$ cat config.mk
export PLATFORM = sky130hd
export DESIGN_NAME = lpm_ctrl_end_flat
export DESIGN_NICKNAME = d
export VERILOG_FILES = /design/src/verilog/lpm_pkg.sv /design/src/verilog/lpm_link_if.sv /design/src/verilog/lpm_ctrl_end.sv /design/src/verilog/lpm_sync.sv /design/src/flat_wrapper.sv
export SDC_FILE = /design/constraint.sdc
export NUM_CORES = 1
export LEC_CHECK = 0
export BUFFER_PORTS_ARGS = -buffer_cell sky130_fd_sc_hd__buf_2
export CAP_MARGIN = 20
export CORE_MARGIN = 2
export CORE_UTILIZATION = 30
export CTS_CLUSTER_DIAMETER = 30
export DETAILED_ROUTE_END_ITERATION = 8
export GPL_TIMING_DRIVEN = 0
export PLACE_DENSITY_LB_ADDON = 0.15
export SLEW_MARGIN = 5
export SYNTH_ARGS = -nofsm -noshare
export SYNTH_HDL_FRONTEND = slang
export SYNTH_SLANG_ARGS = --single-unit
$ cat constraint.sdc
create_clock -name clk -period 1.96 [get_ports clk]
set_input_delay 0.098 -clock clk [delete_from_list [all_inputs] [get_ports clk]]
set_output_delay 0.098 -clock clk [all_outputs]
set_load 0.05 [all_outputs]
$ cat src/verilog/lpm_pkg.sv
`default_nettype none
package lpm_pkg;
   // timing figures and their cycle counts at the 50 ns system clock
   localparam int CLK_PERIOD_NS            = 50;
   localparam int POST_RAMP_LOW_TIME_NS    = 100;
   localparam int PRE_ENABLE_CLOCK_TIME    = 5;
   localparam int POST_ENABLE_IDLE_TIME_US = 200;
   localparam int POST_RESET_WAIT_US       = 1;
   localparam int AUTO_INIT_MAX_TIME_US    = 10;
   localparam int BOOT_CYCLE_TIME_MAX_NS   = 100;
   localparam int POST_RAMP_LOW_CYC =
      (POST_RAMP_LOW_TIME_NS + CLK_PERIOD_NS - 1) / CLK_PERIOD_NS;
   localparam int POST_ENABLE_IDLE_CYC =
      (POST_ENABLE_IDLE_TIME_US * 1000 + CLK_PERIOD_NS - 1) / CLK_PERIOD_NS;
   localparam int POST_RESET_WAIT_CYC =
      (POST_RESET_WAIT_US * 1000 + CLK_PERIOD_NS - 1) / CLK_PERIOD_NS;
   localparam int AUTO_INIT_MAX_CYC =
      AUTO_INIT_MAX_TIME_US * 1000 / CLK_PERIOD_NS;
   localparam int BOOT_CK_HALF_CYC =
      BOOT_CYCLE_TIME_MAX_NS / (2 * CLK_PERIOD_NS);
   localparam int DIE_AUTO_INIT_CYC = 40;
   localparam int RD_HOLD_CYC       = 4;

   // command/address word: {op, ma, cmd}
   localparam int CA_W      = 20;
   localparam int CA_MA_LSB = 4;
   localparam int CA_OP_LSB = 12;
   typedef enum logic [3:0] {
      CMD_MRW = 4'h0,
      CMD_MRR = 4'h1,
      CMD_NOP = 4'h7
   } lpm_cmd_t;

   // mode register addresses
   localparam logic [7:0] MA_DEVICE_INFO      = 8'h00;
   localparam logic [7:0] MA_BURST_WR_CFG     = 8'h01;
   localparam logic [7:0] MA_LATENCY_CFG      = 8'h02;
   localparam logic [7:0] MA_OUTPUT_DRIVE_CFG = 8'h03;
   localparam logic [7:0] MA_REFRESH_RATE     = 8'h04;
   localparam logic [7:0] MA_MAKER_CODE       = 8'h05;
   localparam logic [7:0] MA_DIE_REV_PRIMARY  = 8'h06;
   localparam logic [7:0] MA_DIE_REV_SECOND   = 8'h07;
   localparam logic [7:0] MA_GEOMETRY_INFO    = 8'h08;
   localparam logic [7:0] MA_VENDOR_TEST_MODE = 8'h09;
   localparam logic [7:0] MA_IMPEDANCE_CAL    = 8'h0a;
   localparam logic [7:0] MA_PR_BANK_MASK     = 8'h10;
   localparam logic [7:0] MA_PR_SEGMENT_MASK  = 8'h11;
   localparam logic [7:0] MA_TRAINING_A       = 8'h20;
   localparam logic [7:0] MA_TRAINING_B       = 8'h28;
   localparam logic [7:0] MA_SOFT_RESET       = 8'h3f;

   // mode register reset values and identity defaults
   localparam logic [7:0] BURST_WR_CFG_RST  = 8'h22;
   localparam logic [7:0] LATENCY_CFG_RST   = 8'h01;
   localparam logic [7:0] DRIVE_CFG_RST     = 8'h02;
   localparam logic [7:0] REFRESH_RATE_RST  = 8'h03;
   localparam logic [7:0] VENDOR_TEST_RST   = 8'h10;
   localparam logic [7:0] MAKER_CODE_DEF    = 8'h5a; // arbitrary value
   localparam logic [7:0] DIE_REV1_DEF      = 8'h01; // arbitrary value
   localparam logic [7:0] DIE_REV2_DEF      = 8'h00; // arbitrary value
   localparam logic [7:0] GEOMETRY_DEF      = 8'h14;
   localparam logic [7:0] TRAINING_A_DEF    = 8'h00;
   localparam logic [7:0] TRAINING_B_DEF    = 8'h00;
   localparam int         DI_AUTO_INIT_BIT  = 0;
   localparam int         DI_DEVICE_KIND_BIT = 1;
   localparam logic [7:0] VTM_FAIL_MASK     = 8'h20;

   // controller register map (byte addresses)
   localparam logic [7:0] WB_CTRL   = 8'h00;
   localparam logic [7:0] WB_CMD    = 8'h04;
   localparam logic [7:0] WB_STATUS = 8'h08;
   localparam int CTRL_START_BIT = 0;
   localparam int CMD_WRITE_BIT  = 16;

   typedef enum logic [2:0] {
      ST_IDLE    = 3'b000,
      ST_RAMP    = 3'b001,
      ST_LOWHOLD = 3'b011,
      ST_ENIDLE  = 3'b010,
      ST_RSTWAIT = 3'b110,
      ST_POLL    = 3'b111,
      ST_READY   = 3'b101
   } lpm_cst_t;

   function automatic logic [CA_W-1:0] packCa(lpm_cmd_t c,
                                              logic [7:0] ma,
                                              logic [7:0] op);
      return {op, ma, c};
   endfunction
endpackage
`default_nettype wire

$ cat src/verilog/lpm_link_if.sv
`timescale 1ns/100ps
`default_nettype none
interface lpm_link_if;
   logic                      ck;
   logic                      cke;
   logic                      csN;
   logic [lpm_pkg::CA_W-1:0]  ca;
   logic [7:0]                dq;
   logic                      dqOe;
   modport ctrl (output ck, cke, csN, ca, input dq, dqOe);
   modport dram (input ck, cke, csN, ca, output dq, dqOe);
endinterface
`default_nettype wire

$ cat src/verilog/lpm_ctrl_end.sv
`timescale 1ns/100ps
`default_nettype none
module lpm_ctrl_end #(
   parameter int CK_HALF_CYC     = lpm_pkg::BOOT_CK_HALF_CYC,
   parameter int LOW_HOLD_CYC    = lpm_pkg::POST_RAMP_LOW_CYC,
   parameter int ENABLE_IDLE_CYC = lpm_pkg::POST_ENABLE_IDLE_CYC,
   parameter int RESET_WAIT_CYC  = lpm_pkg::POST_RESET_WAIT_CYC,
   parameter int AUTO_INIT_CYC   = lpm_pkg::AUTO_INIT_MAX_CYC
) (
   input  wire logic        clk,
   input  wire logic        rst_n,
   input  wire logic        cyc_i,
   input  wire logic        stb_i,
   input  wire logic        we_i,
   input  wire logic [7:0]  adr_i,
   input  wire logic [31:0] dat_i,
   input  wire logic [3:0]  sel_i,
   output logic [31:0]      dat_o,
   output logic             ack_o,
   input  wire logic        supplyOk,
   lpm_link_if.ctrl         link
);
   localparam logic [lpm_pkg::CA_W-1:0] NOP_CA =
      lpm_pkg::packCa(lpm_pkg::CMD_NOP, 8'h00, 8'h00);

   typedef struct packed {
      lpm_pkg::lpm_cst_t         st;
      logic                      ck;
      logic [3:0]                half;
      logic [2:0]                ckRises;
      logic                      cke;
      logic                      csN;
      logic [lpm_pkg::CA_W-1:0]  ca;
      logic [15:0]               cnt;
      logic [15:0]               aiCnt;
      logic                      cmdPend;
      logic                      onBus;
      logic                      rdWait;
      logic                      oePrev;
      logic [lpm_pkg::CA_W-1:0]  cmdCa;
      logic [7:0]                lastRd;
      logic                      done;
      logic                      timeout;
      logic                      ack;
      logic [31:0]               rdat;
   } lpm_ctrl_state_t;

   lpm_ctrl_state_t r_r;
   lpm_ctrl_state_t r_nxt;
   logic [9:0]      pins;
   logic            supplyS;
   logic            oeS;
   logic [7:0]      dqS;
   logic            ckFall;
   logic            cmdIdle;
   logic            busy;

   lpm_sync #(.W(10), .RST(10'h000)) u_sync (
      .clk   (clk),
      .rst_n (rst_n),
      .d     ({supplyOk, link.dqOe, link.dq}),
      .q     (pins)
   );
   assign {supplyS, oeS, dqS} = pins;

   assign busy    = r_r.cmdPend || r_r.onBus || r_r.rdWait;
   assign cmdIdle = !busy && !oeS;

   always_comb begin
      r_nxt     = r_r;
      r_nxt.ack = 1'b0;
      ckFall    = 1'b0;

      // boot clock divider, free running
      if (r_r.half == 4'h0) begin
         r_nxt.half = 4'(CK_HALF_CYC - 1);
         r_nxt.ck   = !r_r.ck;
         ckFall     = r_r.ck;
         if (!r_r.ck && r_r.ckRises != 3'h5) begin
            r_nxt.ckRises = r_r.ckRises + 3'h1;
         end
      end else begin
         r_nxt.half = r_r.half - 4'h1;
      end

      if (r_r.cnt != 16'h0000) begin
         r_nxt.cnt = r_r.cnt - 16'h0001;
      end
      if (r_r.aiCnt != 16'h0000) begin
         r_nxt.aiCnt = r_r.aiCnt - 16'h0001;
      end

      // commands change on the falling edge, held one full period
      if (ckFall) begin
         if (r_r.cmdPend) begin
            r_nxt.csN     = 1'b0;
            r_nxt.ca      = r_r.cmdCa;
            r_nxt.cmdPend = 1'b0;
            r_nxt.onBus   = 1'b1;
            if (r_r.st == lpm_pkg::ST_RSTWAIT) begin
               r_nxt.cnt   = 16'(RESET_WAIT_CYC + CK_HALF_CYC);
               r_nxt.aiCnt = 16'(AUTO_INIT_CYC + CK_HALF_CYC);
            end
         end else begin
            r_nxt.csN   = 1'b1;
            r_nxt.ca    = NOP_CA;
            r_nxt.onBus = 1'b0;
         end
      end

      // read data capture on the first cycle the die drives
      r_nxt.oePrev = oeS;
      if (r_r.rdWait && oeS && !r_r.oePrev) begin
         r_nxt.lastRd = dqS;
         r_nxt.rdWait = 1'b0;
         if (r_r.st == lpm_pkg::ST_POLL) begin
            if (!dqS[lpm_pkg::DI_AUTO_INIT_BIT]) begin
               r_nxt.st   = lpm_pkg::ST_READY;
               r_nxt.done = 1'b1;
            end else if (r_r.aiCnt == 16'h0000) begin
               r_nxt.st      = lpm_pkg::ST_READY;
               r_nxt.timeout = 1'b1;
            end
         end
      end

      case (r_r.st)
         lpm_pkg::ST_IDLE: begin
            r_nxt.cke = 1'b0;
         end
         lpm_pkg::ST_RAMP: begin
            r_nxt.cke = 1'b0;
            if (supplyS) begin
               r_nxt.st  = lpm_pkg::ST_LOWHOLD;
               r_nxt.cnt = 16'(LOW_HOLD_CYC);
            end
         end
         lpm_pkg::ST_LOWHOLD: begin
            if (!supplyS) begin
               r_nxt.st = lpm_pkg::ST_RAMP;
            end else if (r_r.cnt == 16'h0000 &&
                         r_r.ckRises == 3'h5) begin
               r_nxt.st  = lpm_pkg::ST_ENIDLE;
               r_nxt.cke = 1'b1;
               r_nxt.cnt = 16'(ENABLE_IDLE_CYC);
            end
         end
         lpm_pkg::ST_ENIDLE: begin
            if (r_r.cnt == 16'h0000) begin
               r_nxt.st      = lpm_pkg::ST_RSTWAIT;
               r_nxt.cmdPend = 1'b1;
               r_nxt.cmdCa   = lpm_pkg::packCa(lpm_pkg::CMD_MRW,
                                  lpm_pkg::MA_SOFT_RESET, 8'h00);
            end
         end
         lpm_pkg::ST_RSTWAIT: begin
            if (cmdIdle && r_r.cnt == 16'h0000) begin
               r_nxt.st = lpm_pkg::ST_POLL;
            end
         end
         lpm_pkg::ST_POLL: begin
            if (cmdIdle) begin
               r_nxt.cmdPend = 1'b1;
               r_nxt.rdWait  = 1'b1;
               r_nxt.cmdCa   = lpm_pkg::packCa(lpm_pkg::CMD_MRR,
                                  lpm_pkg::MA_DEVICE_INFO, 8'h00);
            end
         end
         lpm_pkg::ST_READY: ;
         default: r_nxt.st = lpm_pkg::ST_IDLE;
      endcase

      // register slave, answer one cycle after the request
      if (cyc_i && stb_i && !r_r.ack) begin
         r_nxt.ack  = 1'b1;
         r_nxt.rdat = 32'h0000_0000;
         case (adr_i)
            lpm_pkg::WB_CTRL: begin
               if (we_i && sel_i[0] && dat_i[lpm_pkg::CTRL_START_BIT]) begin
                  r_nxt.st      = lpm_pkg::ST_RAMP;
                  r_nxt.cke     = 1'b0;
                  r_nxt.csN     = 1'b1;
                  r_nxt.ca      = NOP_CA;
                  r_nxt.cmdPend = 1'b0;
                  r_nxt.onBus   = 1'b0;
                  r_nxt.rdWait  = 1'b0;
                  r_nxt.done    = 1'b0;
                  r_nxt.timeout = 1'b0;
               end
            end
            lpm_pkg::WB_CMD: begin
               if (!we_i) begin
                  r_nxt.rdat = 32'(r_r.cmdCa);
               end else if (sel_i[2:0] == 3'h7 && cmdIdle &&
                            r_r.st == lpm_pkg::ST_READY) begin
                  r_nxt.cmdPend = 1'b1;
                  r_nxt.rdWait  = !dat_i[lpm_pkg::CMD_WRITE_BIT];
                  r_nxt.cmdCa   = lpm_pkg::packCa(
                     dat_i[lpm_pkg::CMD_WRITE_BIT] ? lpm_pkg::CMD_MRW
                                                   : lpm_pkg::CMD_MRR,
                     dat_i[7:0], dat_i[15:8]);
               end
            end
            lpm_pkg::WB_STATUS: begin
               r_nxt.rdat = {16'h0000, r_r.lastRd, 1'b0, r_r.cke, busy,
                             r_r.timeout, r_r.done, r_r.st};
            end
            default: ;
         endcase
      end
   end

   always_ff @(posedge clk or negedge rst_n) begin
      if (!rst_n) begin
         r_r <= '{st: lpm_pkg::ST_IDLE, ck: 1'b0, half: 4'h0,
                  ckRises: 3'h0, cke: 1'b0, csN: 1'b1, ca: NOP_CA,
                  cnt: 16'h0000, aiCnt: 16'h0000, cmdPend: 1'b0,
                  onBus: 1'b0, rdWait: 1'b0, oePrev: 1'b0,
                  cmdCa: NOP_CA, lastRd: 8'h00, done: 1'b0,
                  timeout: 1'b0, ack: 1'b0, rdat: 32'h0000_0000};
      end else begin
         r_r <= r_nxt;
      end
   end

   assign link.ck  = r_r.ck;
   assign link.cke = r_r.cke;
   assign link.csN = r_r.csN;
   assign link.ca  = r_r.ca;
   assign dat_o    = r_r.rdat;
   assign ack_o    = r_r.ack;
endmodule
`default_nettype wire

$ cat src/verilog/lpm_sync.sv
`timescale 1ns/100ps
`default_nettype none
module lpm_sync #(
   parameter int           W   = 1,
   parameter logic [W-1:0] RST = '0
) (
   input  wire logic         clk,
   input  wire logic         rst_n,
   input  wire logic [W-1:0] d,
   output logic [W-1:0]      q
);
   typedef struct packed {
      logic [W-1:0] s1;
      logic [W-1:0] s2;
      logic [W-1:0] s3;
      logic [W-1:0] q;
   } lpm_sync_t;
   lpm_sync_t r_r;
   lpm_sync_t r_nxt;

   // a bit moves only once stages two and three agree
   always_comb begin
      r_nxt    = r_r;
      r_nxt.s1 = d;
      r_nxt.s2 = r_r.s1;
      r_nxt.s3 = r_r.s2;
      r_nxt.q  = (r_r.s2 & r_r.s3) | (r_r.q & (r_r.s2 | r_r.s3));
   end

   always_ff @(posedge clk or negedge rst_n) begin
      if (!rst_n) begin
         r_r <= '{s1: RST, s2: RST, s3: RST, q: RST};
      end else begin
         r_r <= r_nxt;
      end
   end

   assign q = r_r.q;
endmodule
`default_nettype wire

$ cat src/flat_wrapper.sv
// flat-port wrapper written by rule: the top's interface ports become plain ports
module lpm_ctrl_end_flat 
#(
   parameter int CK_HALF_CYC     = lpm_pkg::BOOT_CK_HALF_CYC,
   parameter int LOW_HOLD_CYC    = lpm_pkg::POST_RAMP_LOW_CYC,
   parameter int ENABLE_IDLE_CYC = lpm_pkg::POST_ENABLE_IDLE_CYC,
   parameter int RESET_WAIT_CYC  = lpm_pkg::POST_RESET_WAIT_CYC,
   parameter int AUTO_INIT_CYC   = lpm_pkg::AUTO_INIT_MAX_CYC
)
  (clk, rst_n, cyc_i, stb_i, we_i, adr_i, dat_i, sel_i, dat_o, ack_o, supplyOk, link_ck, link_cke, link_csN, link_ca, link_dq, link_dqOe);
  lpm_link_if link_i ();
  input  wire logic clk;
  input  wire logic rst_n;
  input  wire logic cyc_i;
  input  wire logic stb_i;
  input  wire logic we_i;
  input  wire logic [7:0] adr_i;
  input  wire logic [31:0] dat_i;
  input  wire logic [3:0] sel_i;
  output logic [31:0] dat_o;
  output logic ack_o;
  input  wire logic supplyOk;
  output wire logic [$bits(link_i.ck)-1:0] link_ck;
  output wire logic [$bits(link_i.cke)-1:0] link_cke;
  output wire logic [$bits(link_i.csN)-1:0] link_csN;
  output wire logic [$bits(link_i.ca)-1:0] link_ca;
  input wire logic [$bits(link_i.dq)-1:0] link_dq;
  input wire logic [$bits(link_i.dqOe)-1:0] link_dqOe;
  assign link_ck = link_i.ck;
  assign link_cke = link_i.cke;
  assign link_csN = link_i.csN;
  assign link_ca = link_i.ca;
  assign link_i.dq = link_dq;
  assign link_i.dqOe = link_dqOe;
  lpm_ctrl_end #(.CK_HALF_CYC(CK_HALF_CYC), .LOW_HOLD_CYC(LOW_HOLD_CYC), .ENABLE_IDLE_CYC(ENABLE_IDLE_CYC), .RESET_WAIT_CYC(RESET_WAIT_CYC), .AUTO_INIT_CYC(AUTO_INIT_CYC)) u_core (.clk(clk), .rst_n(rst_n), .cyc_i(cyc_i), .stb_i(stb_i), .we_i(we_i), .adr_i(adr_i), .dat_i(dat_i), .sel_i(sel_i), .dat_o(dat_o), .ack_o(ack_o), .supplyOk(supplyOk), .link(link_i));
endmodule
Word level (Yosys, flattened, before mapping)
Cells that the tools add are included.
{"block": "word_totals", "ff_bits": 172, "input_bits": 59, "output_inout_bits": 56, "word_cells": 137}
{"block": "classes", "add_sub_neg": 4, "eq_ne": 11, "muxes": 65, "bitwise_logic": 4, "n_reduce_logical": 30}
{"op": "$mux 20", "count": 7}
{"op": "$mux 16", "count": 5}
{"op": "$pmux 20 s2", "count": 2}
{"op": "$mux 22", "count": 3}
{"op": "$mux 55", "count": 1}
{"op": "$mux 3", "count": 14}
{"op": "$mux 35", "count": 1}
{"op": "$mux 33", "count": 1}
{"op": "$logic_not 16->1", "count": 2}
{"op": "$mux 32", "count": 1}
{"op": "$pmux 16 s2", "count": 1}
{"op": "$reduce_bool 16->1", "count": 2}
{"op": "$sub 16x1->16 const B", "count": 2}
{"op": "$mux 21", "count": 1}
{"op": "$and 10x10->10", "count": 2}
{"op": "$or 10x10->10", "count": 2}
{"op": "$mux 1", "count": 18}
{"op": "$eq 3x3->1 const B", "count": 5}
{"op": "$pmux 3 s5", "count": 1}
{"op": "$logic_and 1x1->1", "count": 12}
{"op": "$eq 8x3->1 const B", "count": 1}
{"op": "$eq 8x4->1 const B", "count": 1}
{"op": "$logic_not 8->1", "count": 1}
{"op": "$mux 2", "count": 4}
{"op": "14 further kinds", "count": 24}

Longest topological paths before layout
Gate-level depths: netlist of the first run.
{"block": "depth", "ltp_word": 11, "mapped_depth": 8, "ltp_nobuf": 7}

Modules after synthesis
Synthesis of the first run repeated with hierarchy kept, for this count alone.
{"block": "hier_totals", "hier_cells": 684, "hier_area_um2": 7125.6}
{"module": "lpm_ctrl_end", "n_inst": 1, "cells_each": 624, "area_per_inst_um2": 5936.9, "seq_area_each_um2": 3011.6}
{"module": "lpm_sync", "n_inst": 1, "cells_each": 60, "area_per_inst_um2": 1188.6, "seq_area_each_um2": 1001.0}

Worst setup path before layout of the first run
OpenSTA, ideal clock, no wires.
{"block": "synth_path", "path_type": "register to register", "from": "register u_core.r_r[67] (netlist name)", "to": "register u_core.r_r[130] (netlist name)", "setup_ps": 141, "t_arrival_ps": 1939, "required_time_ps": 1819, "slack_ps": -120, "stages_incl_launch_ff": 8, "n_path_buf": 0, "period_less_slack_ps": 2080, "cell_sequence": "dfrtp_1 > inv_1 > ha_1 > or4b_1 > or2_2 > or2_1 > a21oi_1 > a211oi_1"}
{"element": "start, declared", "line": "lpm_ctrl_end.sv:48", "rtl": "lpm_ctrl_state_t r_r;"}
{"element": "start signal, assigned", "line": "lpm_ctrl_end.sv:215", "rtl": "r_r <= '{st: lpm_pkg::ST_IDLE, ck: 1'b0, half: 4'h0,"}
{"element": "start signal, assigned", "line": "lpm_ctrl_end.sv:222", "rtl": "r_r <= r_nxt;"}

==> insert_results.sql, run 1 <==
INSERT INTO impl_metrics (metric_group, metric, value, unit) VALUES
('status', 'outcome', 'finished with violations', ''),
('status', 'violated_checks', 'negative setup slack', ''),
('power_and_ir_drop', 'vdd_ir_drop_max', '0.517', 'mV'),
('floorplanning', 'floorplan.io_pins', '115', ''),
('cts', 'clock-root-buffer', 'sky130_fd_sc_hd__clkbuf_16', ''),
('yosys', 'number_of_warnings_printed_during_yosys_synthesis', '0', ''),
('cts', 'numCtsBuffers', '17', ''),
('yosys', 'synth_area_leader_cell', 'sky130_fd_sc_hd__dfrtp_1', ''),
('grt', 'track_usage', '0.146', ''),
('yosys', 'synth_async_sr_flop_share', '1.00', ''),
('yosys', 'avgSynthCellArea', '10.6', 'um^2'),
('timing', 'hold_slack', '222', 'ps'),
('power_and_ir_drop', 'power_per_cell_area', '1080', 'mW/mm^2'),
('run', 'cap_viol_max_count', '0', ''),
('drt', 'vias_per_cell', '4.60', ''),
('critical_path', 'critPathArrivalTime', '2260', 'ps'),
('cts', 'clock_tree_from_tritoncts', 'built', ''),
('power_and_ir_drop', 'finalPower', '10.1', 'mW'),
('cts', 'bufs_on_longest_clock_path', '2', ''),
('timing', 'worst_clock_skew', '12.8', 'ps'),
('grt', 'first_global_vias', '5275', ''),
('grt', 'grt_antenna_before_repair', '0', ''),
('critical_path', 'critPathRequiredTime', '2230', 'ps'),
('power_and_ir_drop', 'power_leakage', '4.39', 'nW'),
('layout', 'post_route_cells_drive_above_1_share', '0.333', ''),
('timing', 'achievable-frequency', '0.504', 'GHz'),
('cts', 'h-tree-depth', '4', ''),
('critical_path', 'rr_startpoint', 'u_core.r_r[76]', ''),
('timing', 'period_minus_slack', '1990', 'ps'),
('yosys', 'postSynthCellCount', '659', ''),
('cts', 'clk-insertion-delay-late', '430', 'ps'),
('layout', 'antennaDiodeCount', '0', ''),
('timing', 'postLayoutSetupSlackWorst', '-25.1', 'ps'),
('layout', 'synthToLayoutAreaGrowth', '33.0', '%'),
('floorplanning', 'die_area', '0.0245', 'mm^2'),
('yosys', 'synth_top_cell_area_share', '0.548', ''),
('critical_path', 'critPathMaxFanout', '5', ''),
('placement', 'place_hpwl', '11900', 'um'),
('floorplanning', 'chipHeight', '157', 'um'),
('drt', 'drt_iter0_drc', '334', ''),
('placement', 'placement.io_buffers', '86', ''),
('yosys', 'synth_sequential_area_ratio', '0.574', ''),
('floorplanning', 'floorplan.core_area', '0.0228', 'mm^2'),
('yosys', 'synth_area', '0.00699', 'mm^2'),
('timing', 'rsz0062_at_grt', 'true', ''),
('placement', 'place.gp.congestion', '0.793', ''),
('grt', 'grt_first_pass_wirelength', '27700', 'um'),
('timing', 'slew_violations', '0', ''),
('timing', 'hold_violations', '0', ''),
('critical_path', 'critPathKind', 'flop to flop', ''),
('grt', 'grt_max_degree', '93', ''),
('hold_path', 'holdCritPathClass', 'input pin to async pin', ''),
('critical_path', 'worstRegToRegCells', '5', ''),
('critical_path', 'startpoint_type', 'flop', ''),
('critical_path', 'worst_r2r_endpoint', 'u_core.r_r[130]', ''),
('timing', 'setup_violation_total_in_the_final_timing_report', '3', ''),
('floorplanning', 'die_x', '157', 'um'),
('floorplanning', 'initial_core_util', '0.307', ''),
('placement', 'placed_cell_count', '1070', ''),
('cts', 'cts.clk_slew.worst_paths', '60', 'ps'),
('timing', 'worst_slew_pin_slew', '558', 'ps'),
('drt', 'route.antenna.remaining_nets', '0', ''),
('floorplanning', 'site_rows', '55', ''),
('yosys', 'number_of_flops_mapped_to_enable_cells_by_yosys', '0', ''),
('yosys', 'synth.area.top_cells', 'sky130_fd_sc_hd__dfrtp_1 (55%), sky130_fd_sc_hd__buf_4 (5.7%), sky130_fd_sc_hd__nand2_1 (4.1%)', ''),
('yosys', 'yosysUniqueCellTypes', '61', ''),
('critical_path', 'cp-startpoint', 'u_core.r_r[76]', ''),
('layout', 'final_util', '0.408', ''),
('yosys', 'yosys_register_bits', '160', ''),
('drt', 'via_total_after_detailed_routing', '5335', ''),
('grt', 'overflow', '0', ''),
('cts', 'cts.sinks', '160', ''),
('yosys', 'synth_ff_type', 'sky130_fd_sc_hd__dfrtp_1', ''),
('critical_path', 'worst_setup_path_end_kind', 'flop', ''),
('drt', 'drt_drc_violations_left', '0', ''),
('layout', 'final_nets', '898', ''),
('drt', 'detail_route.first_pass.iterations', '5', ''),
('layout', 'post_layout_nonfiller_instances', '1160', ''),
('drt', 'drt-wirelength-per-cell', '14.8', 'um'),
('timing', 'maxSlewHeadroom', '0.628', ''),
('critical_path', 'timing.reg2reg.setup_slack', '-30', 'ps'),
('timing', 'final.period_utilization', '1.01', ''),
('drt', 'routed_wirelength', '17100', 'um');
-- cells in the final DEF (no fill, tap or decap), types with 6 or more instances in the layout --
cell type / count
sky130_fd_sc_hd__o21ai_0: 10
sky130_fd_sc_hd__nand4_1: 7
sky130_fd_sc_hd__clkbuf_1: 10
sky130_fd_sc_hd__maj3_1: 10
sky130_fd_sc_hd__nand3_1: 32
sky130_fd_sc_hd__and3_1: 6
sky130_fd_sc_hd__dfstp_2: 7
sky130_fd_sc_hd__inv_1: 17
sky130_fd_sc_hd__xnor2_1: 11
sky130_fd_sc_hd__clkbuf_16: 17
sky130_fd_sc_hd__conb_1: 12
sky130_fd_sc_hd__a22oi_1: 15
sky130_fd_sc_hd__buf_2: 88
sky130_fd_sc_hd__o21ai_1: 18
sky130_fd_sc_hd__nor3_1: 10
sky130_fd_sc_hd__a21oi_1: 29
sky130_fd_sc_hd__a31oi_1: 10
sky130_fd_sc_hd__nand2_1: 75
sky130_fd_sc_hd__buf_4: 84
sky130_fd_sc_hd__dlygate4sd3_1: 28
sky130_fd_sc_hd__nor2_1: 48
sky130_fd_sc_hd__mux2_2: 8
sky130_fd_sc_hd__xor2_1: 12
sky130_fd_sc_hd__dfrtp_1: 151
-- per-stage QoR --
stage	setup TNS (ps)	area [um^2]	setup slack, ps
finish	-34.3	9300	-25.1
global route	-871	9300	-104
CTS	-67.5	9160	-35.1
detailed placement	-20370	7910	-358
global placement	-272910	7870	-1940
floorplan	-39.2	7050	-14.3
-- sequential cells by signal, summed over array words and instances, names as in the netlist --
| signal | count |
|---|---|
| u_core.u_sync.r_r | 10 |
| u_core.r_r | 76 |
| u_core.link.ck | 1 |
| u_core.dat_o | 20 |
| u_core.link.csN | 1 |
| u_core.u_sync.r_nxt | 20 |
| u_core.ack_o | 1 |
| u_core.link.ca | 20 |
| u_core.link.cke | 1 |
| u_core.u_sync.q | 10 |
-- worst max-delay path by stage --
| stage | to | slack [ps] | cells after the start |
|---|---|---|---|
| after floorplan | u_core.r_r[79] | -10 | 7 |
| after global placement | u_core.ack_o | -1940 | 1 |
| after detailed placement | u_core.link.ca[19] | -360 | 5 |
| after CTS | u_core.r_r[130] | -40 | 5 |
| after global routing | u_core.r_r[71] | -100 | 7 |
| final | u_core.r_r[130] | -30 | 5 |
-- worst max-delay path, stage by stage (launching register included) --
cell                       delay, ps
sky130_fd_sc_hd__dfrtp_1         390
sky130_fd_sc_hd__or4_4           540
sky130_fd_sc_hd__or3b_4          430
sky130_fd_sc_hd__or2_4           300
sky130_fd_sc_hd__a21oi_2         120
sky130_fd_sc_hd__a211oi_1         60
-- area by class of cell --
cell class | count | area (um^2)
Buffer | 77 | 537
Clock buffer | 18 | 439
Clock inverter | 14 | 156
Fill cell | 2250 | 13500
Inverter | 21 | 78.8
Multi-Input combinational cell | 411 | 2680
Sequential cell | 160 | 4020
Tap cell | 313 | 392
Timing Repair Buffer | 146 | 997
-- repair_timing --
item	4_1_cts	5_1_grt
gates resized for setup	43	30
setup endpoints to repair	96	80
pin swaps	20	14
hold buffers	28	0
hold endpoints to repair	89	0
setup buffers	28	3
-- synth_stat cells (all sizes together) (3+ instances only) --
library cell / number
a21oi: 30
nor2b: 4
a31oi: 11
a211oi: 4
clkbuf: 19
nand2: 78
or2: 4
nand4: 7
inv: 21
nand3b: 5
dfstp: 7
a22o: 5
buf: 59
ha: 5
a22oi: 15
o211ai: 3
nor4: 11
nor2: 52
xor2: 12
nor4b: 4
maj3: 10
mux2: 8
and3: 6
nor3b: 3
o21ai: 28
or3: 4
nand3: 34
and3b: 4
xnor2: 11
nor3: 14
or4: 5
dfrtp: 153
-- routing by layer --
metal | GRT usage | vias up | wire length [um]
met5 | 0 | - | 0
met4 | 0.0494 | 0 | 241
met3 | 0.0305 | 16 | 697
met2 | 0.240 | 120 | 8340
met1 | 0.193 | 2614 | 7850
li1 | - | 2585 | -
-- cells by family after synthesis --
kind of cell	after synthesis	share of synthesized area
AO/OA/AOI/OAI	106	0.0947
AND/OR/NAND/NOR	246	0.181
XOR/XNOR	23	0.0288
flip-flops	160	0.574
adder cells (fa/ha/maj)	15	0.0233
multiplexers	9	0.0143
other	1	0.000537
buffers and inverters	99	0.0827
-- report_power, final --
part	switching, mW	internal (mW)
clock network	1.39	1.93
registers	0.565	3.84
logic	1.23	1.11
total	3.18	6.88
Power figures use the tool's default switching activity.
==> run 2: changes to the inputs <==
Settings changed: CTS_BUF_LIST from default to sky130_fd_sc_hd__clkbuf_4 sky130_fd_sc_hd__clkbuf_8.
==> run 2 against run 1 <==
The flow still finishes with violations (negative setup slack); critical path depth unchanged; flip-flop and latch count unchanged; hold slack got worse by 34 ps; highest routed layer unchanged; critical endpoint unchanged; largest power group unchanged.
==> insert_results.sql, run 2 (synthesis gave the netlist of run 1 again) <==
INSERT INTO impl_metrics (metric_group, metric, value, unit) VALUES
('layout', 'final_cell_area', '0.00911', 'mm^2'),
('floorplanning', 'site_rows', '55', ''),
('drt', 'via_total_after_detailed_routing', '5288', ''),
('status', 'outcome', 'finished with violations', ''),
('placement', 'place_hpwl', '11900', 'um'),
('cts', 'bufs_on_longest_clock_path', '2', ''),
('timing', 'worst_clock_skew', '13.7', 'ps'),
('timing', 'hold_slack', '188', 'ps'),
('grt', 'first_global_vias', '5273', ''),
('hold_path', 'holdCritPathClass', 'input pin to async pin', ''),
('drt', 'routed_wirelength', '17100', 'um'),
('cts', 'cts.sinks', '160', ''),
('critical_path', 'critPathKind', 'flop to flop', ''),
('floorplanning', 'chipHeight', '157', 'um'),
('layout', 'final_util', '0.400', ''),
('floorplanning', 'floorplan.core_area', '0.0228', 'mm^2'),
('grt', 'grt_max_degree', '93', ''),
('placement', 'place.gp.congestion', '0.793', ''),
('layout', 'final_cell_mix', 'sky130_fd_sc_hd__dfrtp_1 (151), sky130_fd_sc_hd__buf_2 (89), sky130_fd_sc_hd__buf_4 (83), sky130_fd_sc_hd__nand2_1 (75), sky130_fd_sc_hd__nor2_1 (48)', ''),
('timing', 'worst_slew_pin_slew', '555', 'ps'),
('critical_path', 'critPathArrivalTime', '2330', 'ps'),
('run', 'cap_viol_max_count', '0', ''),
('layout', 'largest_register_ff_count', '76', ''),
('drt', 'detail_route.first_pass.iterations', '4', ''),
('cts', 'h-tree-depth', '4', ''),
('timing', 'final.period_utilization', '1.03', ''),
('critical_path', 'startpoint_type', 'flop', ''),
('grt', 'overflow', '0', ''),
('critical_path', 'worst_setup_path_end_kind', 'flop', ''),
('layout', 'layout.cells.most_common', 'sky130_fd_sc_hd__dfrtp_1', ''),
('placement', 'detailedPlace.worstSlack', '-358', 'ps'),
('layout', 'post_route_cells_drive_above_1_share', '0.334', ''),
('status', 'violated_checks', 'negative setup slack', ''),
('layout', 'antennaDiodeCount', '0', ''),
('placement', 'placement.io_buffers', '86', ''),
('critical_path', 'critPathRequiredTime', '2270', 'ps'),
('cts', 'clk-insertion-delay-late', '450', 'ps'),
('timing', 'slew_violations', '0', ''),
('power_and_ir_drop', 'power_per_cell_area', '1010', 'mW/mm^2'),
('cts', 'clock-root-buffer', 'sky130_fd_sc_hd__clkbuf_8', ''),
('power_and_ir_drop', 'vdd_ir_drop_max', '0.432', 'mV'),
('timing', 'rsz0062_at_grt', 'true', ''),
('timing', 'setup_violation_total_in_the_final_timing_report', '3', ''),
('timing', 'hold_violations', '0', ''),
('power_and_ir_drop', 'power_leakage', '4.30', 'nW'),
('floorplanning', 'floorplan.io_pins', '115', ''),
('layout', 'final_nets', '899', ''),
('timing', 'setup_tns', '-112', 'ps'),
('timing', 'postLayoutSetupSlackWorst', '-58.7', 'ps'),
('drt', 'drt_drc_violations_left', '0', ''),
('cts', 'cts.clk_slew.worst_paths', '90', 'ps'),
('critical_path', 'critPathMaxFanout', '5', ''),
('drt', 'drt-wirelength-per-cell', '14.7', 'um'),
('drt', 'route.antenna.remaining_nets', '0', ''),
('cts', 'numCtsBuffers', '17', ''),
('floorplanning', 'die_x', '157', 'um'),
('drt', 'vias_per_cell', '4.55', ''),
('grt', 'grt_first_pass_wirelength', '27700', 'um'),
('layout', 'synthToLayoutAreaGrowth', '30.4', '%'),
('timing', 'maxSlewHeadroom', '0.630', ''),
('grt', 'track_usage', '0.146', ''),
('layout', 'largest_register', 'u_core.r_r', ''),
('floorplanning', 'initial_core_util', '0.307', ''),
('grt', 'grt_antenna_before_repair', '0', ''),
('timing', 'period_minus_slack', '2020', 'ps'),
('floorplanning', 'die_area', '0.0245', 'mm^2'),
('drt', 'drt_iter0_drc', '311', ''),
('cts', 'clock_tree_from_tritoncts', 'built', ''),
('timing', 'achievable-frequency', '0.495', 'GHz'),
('placement', 'postPlaceCellArea', '0.00791', 'mm^2');
[run 2: layer usage]
layer  global-route usage  vias up  part of all wire
li1                     -     2582                 -
met1                0.194     2590              0.46
met2                0.239      100              0.49
met3               0.0313       16             0.035
met4               0.0459        0             0.015
met5                    0        -                 0
[run 2: path summary, 6_finish.rpt]
| check | end | start | slack (ps) | depth (start not counted) |
|---|---|---|---|---|
| max | u_core.r_r[130] | u_core.r_r[76] | -60 | 5 |
| min | u_core.r_r[74] | rst_n | 190 | 2 |
| max reg2reg | u_core.r_r[130] | u_core.r_r[76] | -60 | 5 |
| min reg2reg | u_core.u_sync.r_nxt[11] | u_core.u_sync.r_nxt[21] | 350 | 0 |
| max in group asynchronous | u_core.ack_o | rst_n | 920 | 3 |
| min in group clk | u_core.dat_o[19] | stb_i | 200 | 4 |
[run 2: worst max-delay path: stages (launching register included)]
cell and delay [ps]:
sky130_fd_sc_hd__dfrtp_1 400, sky130_fd_sc_hd__or4_4 570, sky130_fd_sc_hd__or3b_4 430, sky130_fd_sc_hd__or2_4 280
sky130_fd_sc_hd__a21oi_2 150, sky130_fd_sc_hd__a211oi_2 50
[run 2: timing repair]
| action | 4_1_cts | 5_1_grt |
|---|---|---|
| hold buffers | 28 | 0 |
| endpoints found under the hold margin | 96 | 0 |
| gates resized for setup | 41 | 36 |
| setup endpoints to repair | 97 | 82 |
| buffers inserted | 33 | 0 |
| pin swaps | 17 | 23 |
[run 2: area by class of cell]
type	count	area, um^2
fill	2252	13700
sequential	160	4020
multi-input combinational	411	2670
timing repair buffer	148	1020
buffer	76	529
tap	313	392
clock buffer	18	248
clock inverter	14	156
inverter	21	78.8
[run 2: report_power, final]
group / internal, mW / total, mW / switching [mW]
logic: 1.13 / 2.39 / 1.26
registers: 3.83 / 4.38 / 0.545
clock network: 1.19 / 2.47 / 1.28
[run 2: metrics by stage]
stage / instances / total power [mW]
floorplan: 670 / 5.65
global placement: 1069 / 6.11
detailed placement: 1070 / 6.20
CTS: 1162 / 9.21
global route: 1161 / 9.81
finish: 1161 / 9.23
==> run 3: changes to the inputs <==
==> constraint.sdc (replaced) <==
create_clock -name clk -period 1.96 [get_ports clk]
set_input_delay 0.196 -clock clk [delete_from_list [all_inputs] [get_ports clk]]
set_output_delay 0.196 -clock clk [all_outputs]
set_load 0.05 [all_outputs]
==> run 3 against run 2 <==
The flow still finishes with violations (negative setup slack); worst setup slack improved by 3.8 ps; critical path depth unchanged; largest power group unchanged; maximum frequency increased by 0.19%; power about the same; routed wire length about the same; clock power about the same; cell count decreased by 0.17%; design area decreased by 0.22%; clock skew about the same; global-route usage about the same.
==> insert_results.sql, run 3 (synthesis gave the netlist of run 1 again) <==
INSERT INTO impl_metrics (metric_group, metric, value, unit) VALUES
('status', 'outcome', 'finished with violations', ''),
('status', 'violated_checks', 'negative setup slack', ''),
('grt', 'track_usage', '0.146', ''),
('layout', 'final_cell_mix', 'sky130_fd_sc_hd__dfrtp_1 (151), sky130_fd_sc_hd__buf_2 (89), sky130_fd_sc_hd__buf_4 (83), sky130_fd_sc_hd__nand2_1 (75), sky130_fd_sc_hd__nor2_1 (48)', ''),
('layout', 'fill_cells', '2255', ''),
('hold_path', 'holdCritPathClass', 'input pin to flop', ''),
('floorplanning', 'floorplan.io_pins', '115', ''),
('timing', 'hold_violations', '0', ''),
('layout', 'post_layout_nonfiller_instances', '1159', ''),
('layout', 'final_util', '0.399', ''),
('drt', 'vias_per_cell', '4.55', ''),
('critical_path', 'timing.reg2reg.setup_slack', '-50', 'ps'),
('floorplanning', 'initial_core_util', '0.307', ''),
('cts', 'bufs_on_longest_clock_path', '2', ''),
('layout', 'final_cell_area', '0.00909', 'mm^2'),
('cts', 'h-tree-depth', '4', ''),
('cts', 'clock_tree_from_tritoncts', 'built', ''),
('layout', 'largest_register', 'u_core.r_r', ''),
('grt', 'overflow', '0', ''),
('grt', 'first_global_vias', '5280', ''),
('timing', 'slew_violations', '0', ''),
('power_and_ir_drop', 'vdd_ir_drop_max', '0.432', 'mV'),
('critical_path', 'critPathMaxFanout', '5', ''),
('drt', 'drt_iter0_drc', '320', ''),
('layout', 'antennaDiodeCount', '0', ''),
('timing', 'rsz0062_at_grt', 'true', ''),
('placement', 'place.gp.congestion', '0.793', ''),
('cts', 'numCtsBuffers', '17', ''),
('timing', 'worst_clock_skew', '14.0', 'ps'),
('run', 'cap_viol_max_count', '0', ''),
('timing', 'setup_violation_total_in_the_final_timing_report', '3', ''),
('drt', 'routed_wirelength', '17100', 'um'),
('critical_path', 'critical-path-slowest-cell', 'sky130_fd_sc_hd__or4_4', ''),
('drt', 'drt_drc_violations_left', '0', ''),
('cts', 'clock-root-buffer', 'sky130_fd_sc_hd__clkbuf_8', ''),
('grt', 'grt_max_degree', '93', ''),
('critical_path', 'cpLargestDelayFamily', 'simple AND/OR/NAND/NOR gates', ''),
('layout', 'layout.cells.most_common', 'sky130_fd_sc_hd__dfrtp_1', ''),
('grt', 'grt_first_pass_wirelength', '27700', 'um'),
('floorplanning', 'die_x', '157', 'um'),
('timing', 'maxSlewHeadroom', '0.626', ''),
('drt', 'detail_route.first_pass.iterations', '4', ''),
('timing', 'achievable-frequency', '0.496', 'GHz'),
('power_and_ir_drop', 'power_per_cell_area', '1020', 'mW/mm^2'),
('placement', 'placement.io_buffers', '86', ''),
('timing', 'period_minus_slack', '2010', 'ps'),
('cts', 'cts.clk_slew.worst_paths', '90', 'ps'),
('layout', 'final_nets', '897', ''),
('drt', 'via_total_after_detailed_routing', '5278', ''),
('layout', 'post_route_cells_drive_above_1_share', '0.335', ''),
('critical_path', 'critPathArrivalTime', '2330', 'ps'),
('critical_path', 'crit_chain', 'or4_4 > or3b_4 > or2_4 > a21oi_2 > a211oi_2', ''),
('layout', 'largest_register_ff_count', '76', ''),
('drt', 'drt-wirelength-per-cell', '14.7', 'um'),
('placement', 'placed_cell_count', '1070', ''),
('timing', 'final.period_utilization', '1.03', ''),
('critical_path', 'critPathKind', 'flop to flop', ''),
('floorplanning', 'floorplan.core_area', '0.0228', 'mm^2'),
('critical_path', 'crit_path_max_incr_delay', '570', 'ps'),
('critical_path', 'critPathRequiredTime', '2270', 'ps'),
('power_and_ir_drop', 'finalPower', '9.23', 'mW'),
('cts', 'cts.sinks', '160', ''),
('placement', 'place_hpwl', '11900', 'um'),
('critical_path', 'crit_buf_inv', '0', ''),
('power_and_ir_drop', 'power_leakage', '4.29', 'nW'),
('timing', 'postLayoutSetupSlackWorst', '-55.0', 'ps'),
('critical_path', 'startpoint_type', 'flop', ''),
('grt', 'grt_antenna_before_repair', '0', ''),
('cts', 'clk-insertion-delay-late', '460', 'ps'),
('floorplanning', 'die_area', '0.0245', 'mm^2'),
('placement', 'postPlaceCellArea', '0.00791', 'mm^2'),
('critical_path', 'worst_setup_path_end_kind', 'flop', ''),
('layout', 'synthToLayoutAreaGrowth', '30.1', '%'),
('floorplanning', 'site_rows', '55', ''),
('drt', 'route.antenna.remaining_nets', '0', ''),
('timing', 'hold_slack', '49.6', 'ps'),
('timing', 'worst_slew_pin_slew', '561', 'ps'),
('floorplanning', 'chipHeight', '157', 'um');
-- run 3: report_power, final --
group / internal, mW / total (mW) / switching [mW]
Sequential: 3.83 / 4.38 / 0.546
Clock: 1.19 / 2.47 / 1.28
Combinational: 1.13 / 2.39 / 1.26
Total: 6.15 / 9.23 / 3.08
-- run 3: path summary, 6_finish.rpt --
path | startpoint | cells after the start | end
worst min register to register | u_core.u_sync.r_nxt[21] | 0 | u_core.u_sync.r_nxt[11]
worst min-delay path | dat_i[0] | 3 | u_core.r_r[47]
max in group asynchronous | rst_n | 3 | u_core.ack_o
worst max-delay path | u_core.r_r[76] | 5 | u_core.r_r[130]
worst max register to register | u_core.r_r[76] | 5 | u_core.r_r[130]
min in group asynchronous | rst_n | 2 | u_core.r_r[74]
-- run 3: final cells by class --
| class | count | area (um^2) | share of cell area |
|---|---|---|---|
| plain buffers | 76 | 529 | 0.0582 |
| clock buffers | 18 | 248 | 0.0272 |
| clock inverters | 14 | 156 | 0.0172 |
| inverters | 21 | 78.8 | 0.00867 |
| multi-input cells | 411 | 2670 | 0.294 |
| flip-flops and latches | 160 | 4020 | 0.442 |
| well taps | 313 | 392 | 0.0431 |
| repair buffers | 146 | 1000 | 0.110 |
-- run 3: layer usage --
metal / track usage / vias to the layer above / wire length (um)
met1: 0.194 / 2598 / 7920
met5: 0 / - / 0
met2: 0.238 / 88 / 8290
li1: - / 2574 / -
met4: 0.0485 / 0 / 294
met3: 0.0313 / 18 / 542
-- run 3: worst reg2reg max path, stage by stage, from the launching register on --
cell	delay, ps
sky130_fd_sc_hd__dfrtp_1	400
sky130_fd_sc_hd__or4_4	570
sky130_fd_sc_hd__or3b_4	430
sky130_fd_sc_hd__or2_4	280
sky130_fd_sc_hd__a21oi_2	160
sky130_fd_sc_hd__a211oi_2	50
-- run 3: stage by stage --
| stage | TNS [ps] | setup slack (ps) |
|---|---|---|
| after global placement | -291140 | -2040 |
| after global routing | -646 | -99.7 |
| after CTS | -194 | -44.0 |
| after detailed placement | -23010 | -358 |
| after floorplan | -39.2 | -14.3 |
| final | -105 | -55.0 |
-- run 3: what timing repair did --
item                                    in CTS  in global routing
setup buffers                               33                  0
hold endpoints to repair                    87                  0
endpoints found under the setup margin      97                 82
pin swaps                                   17                 23
hold buffers                                26                  0
resized for setup                           41                 36
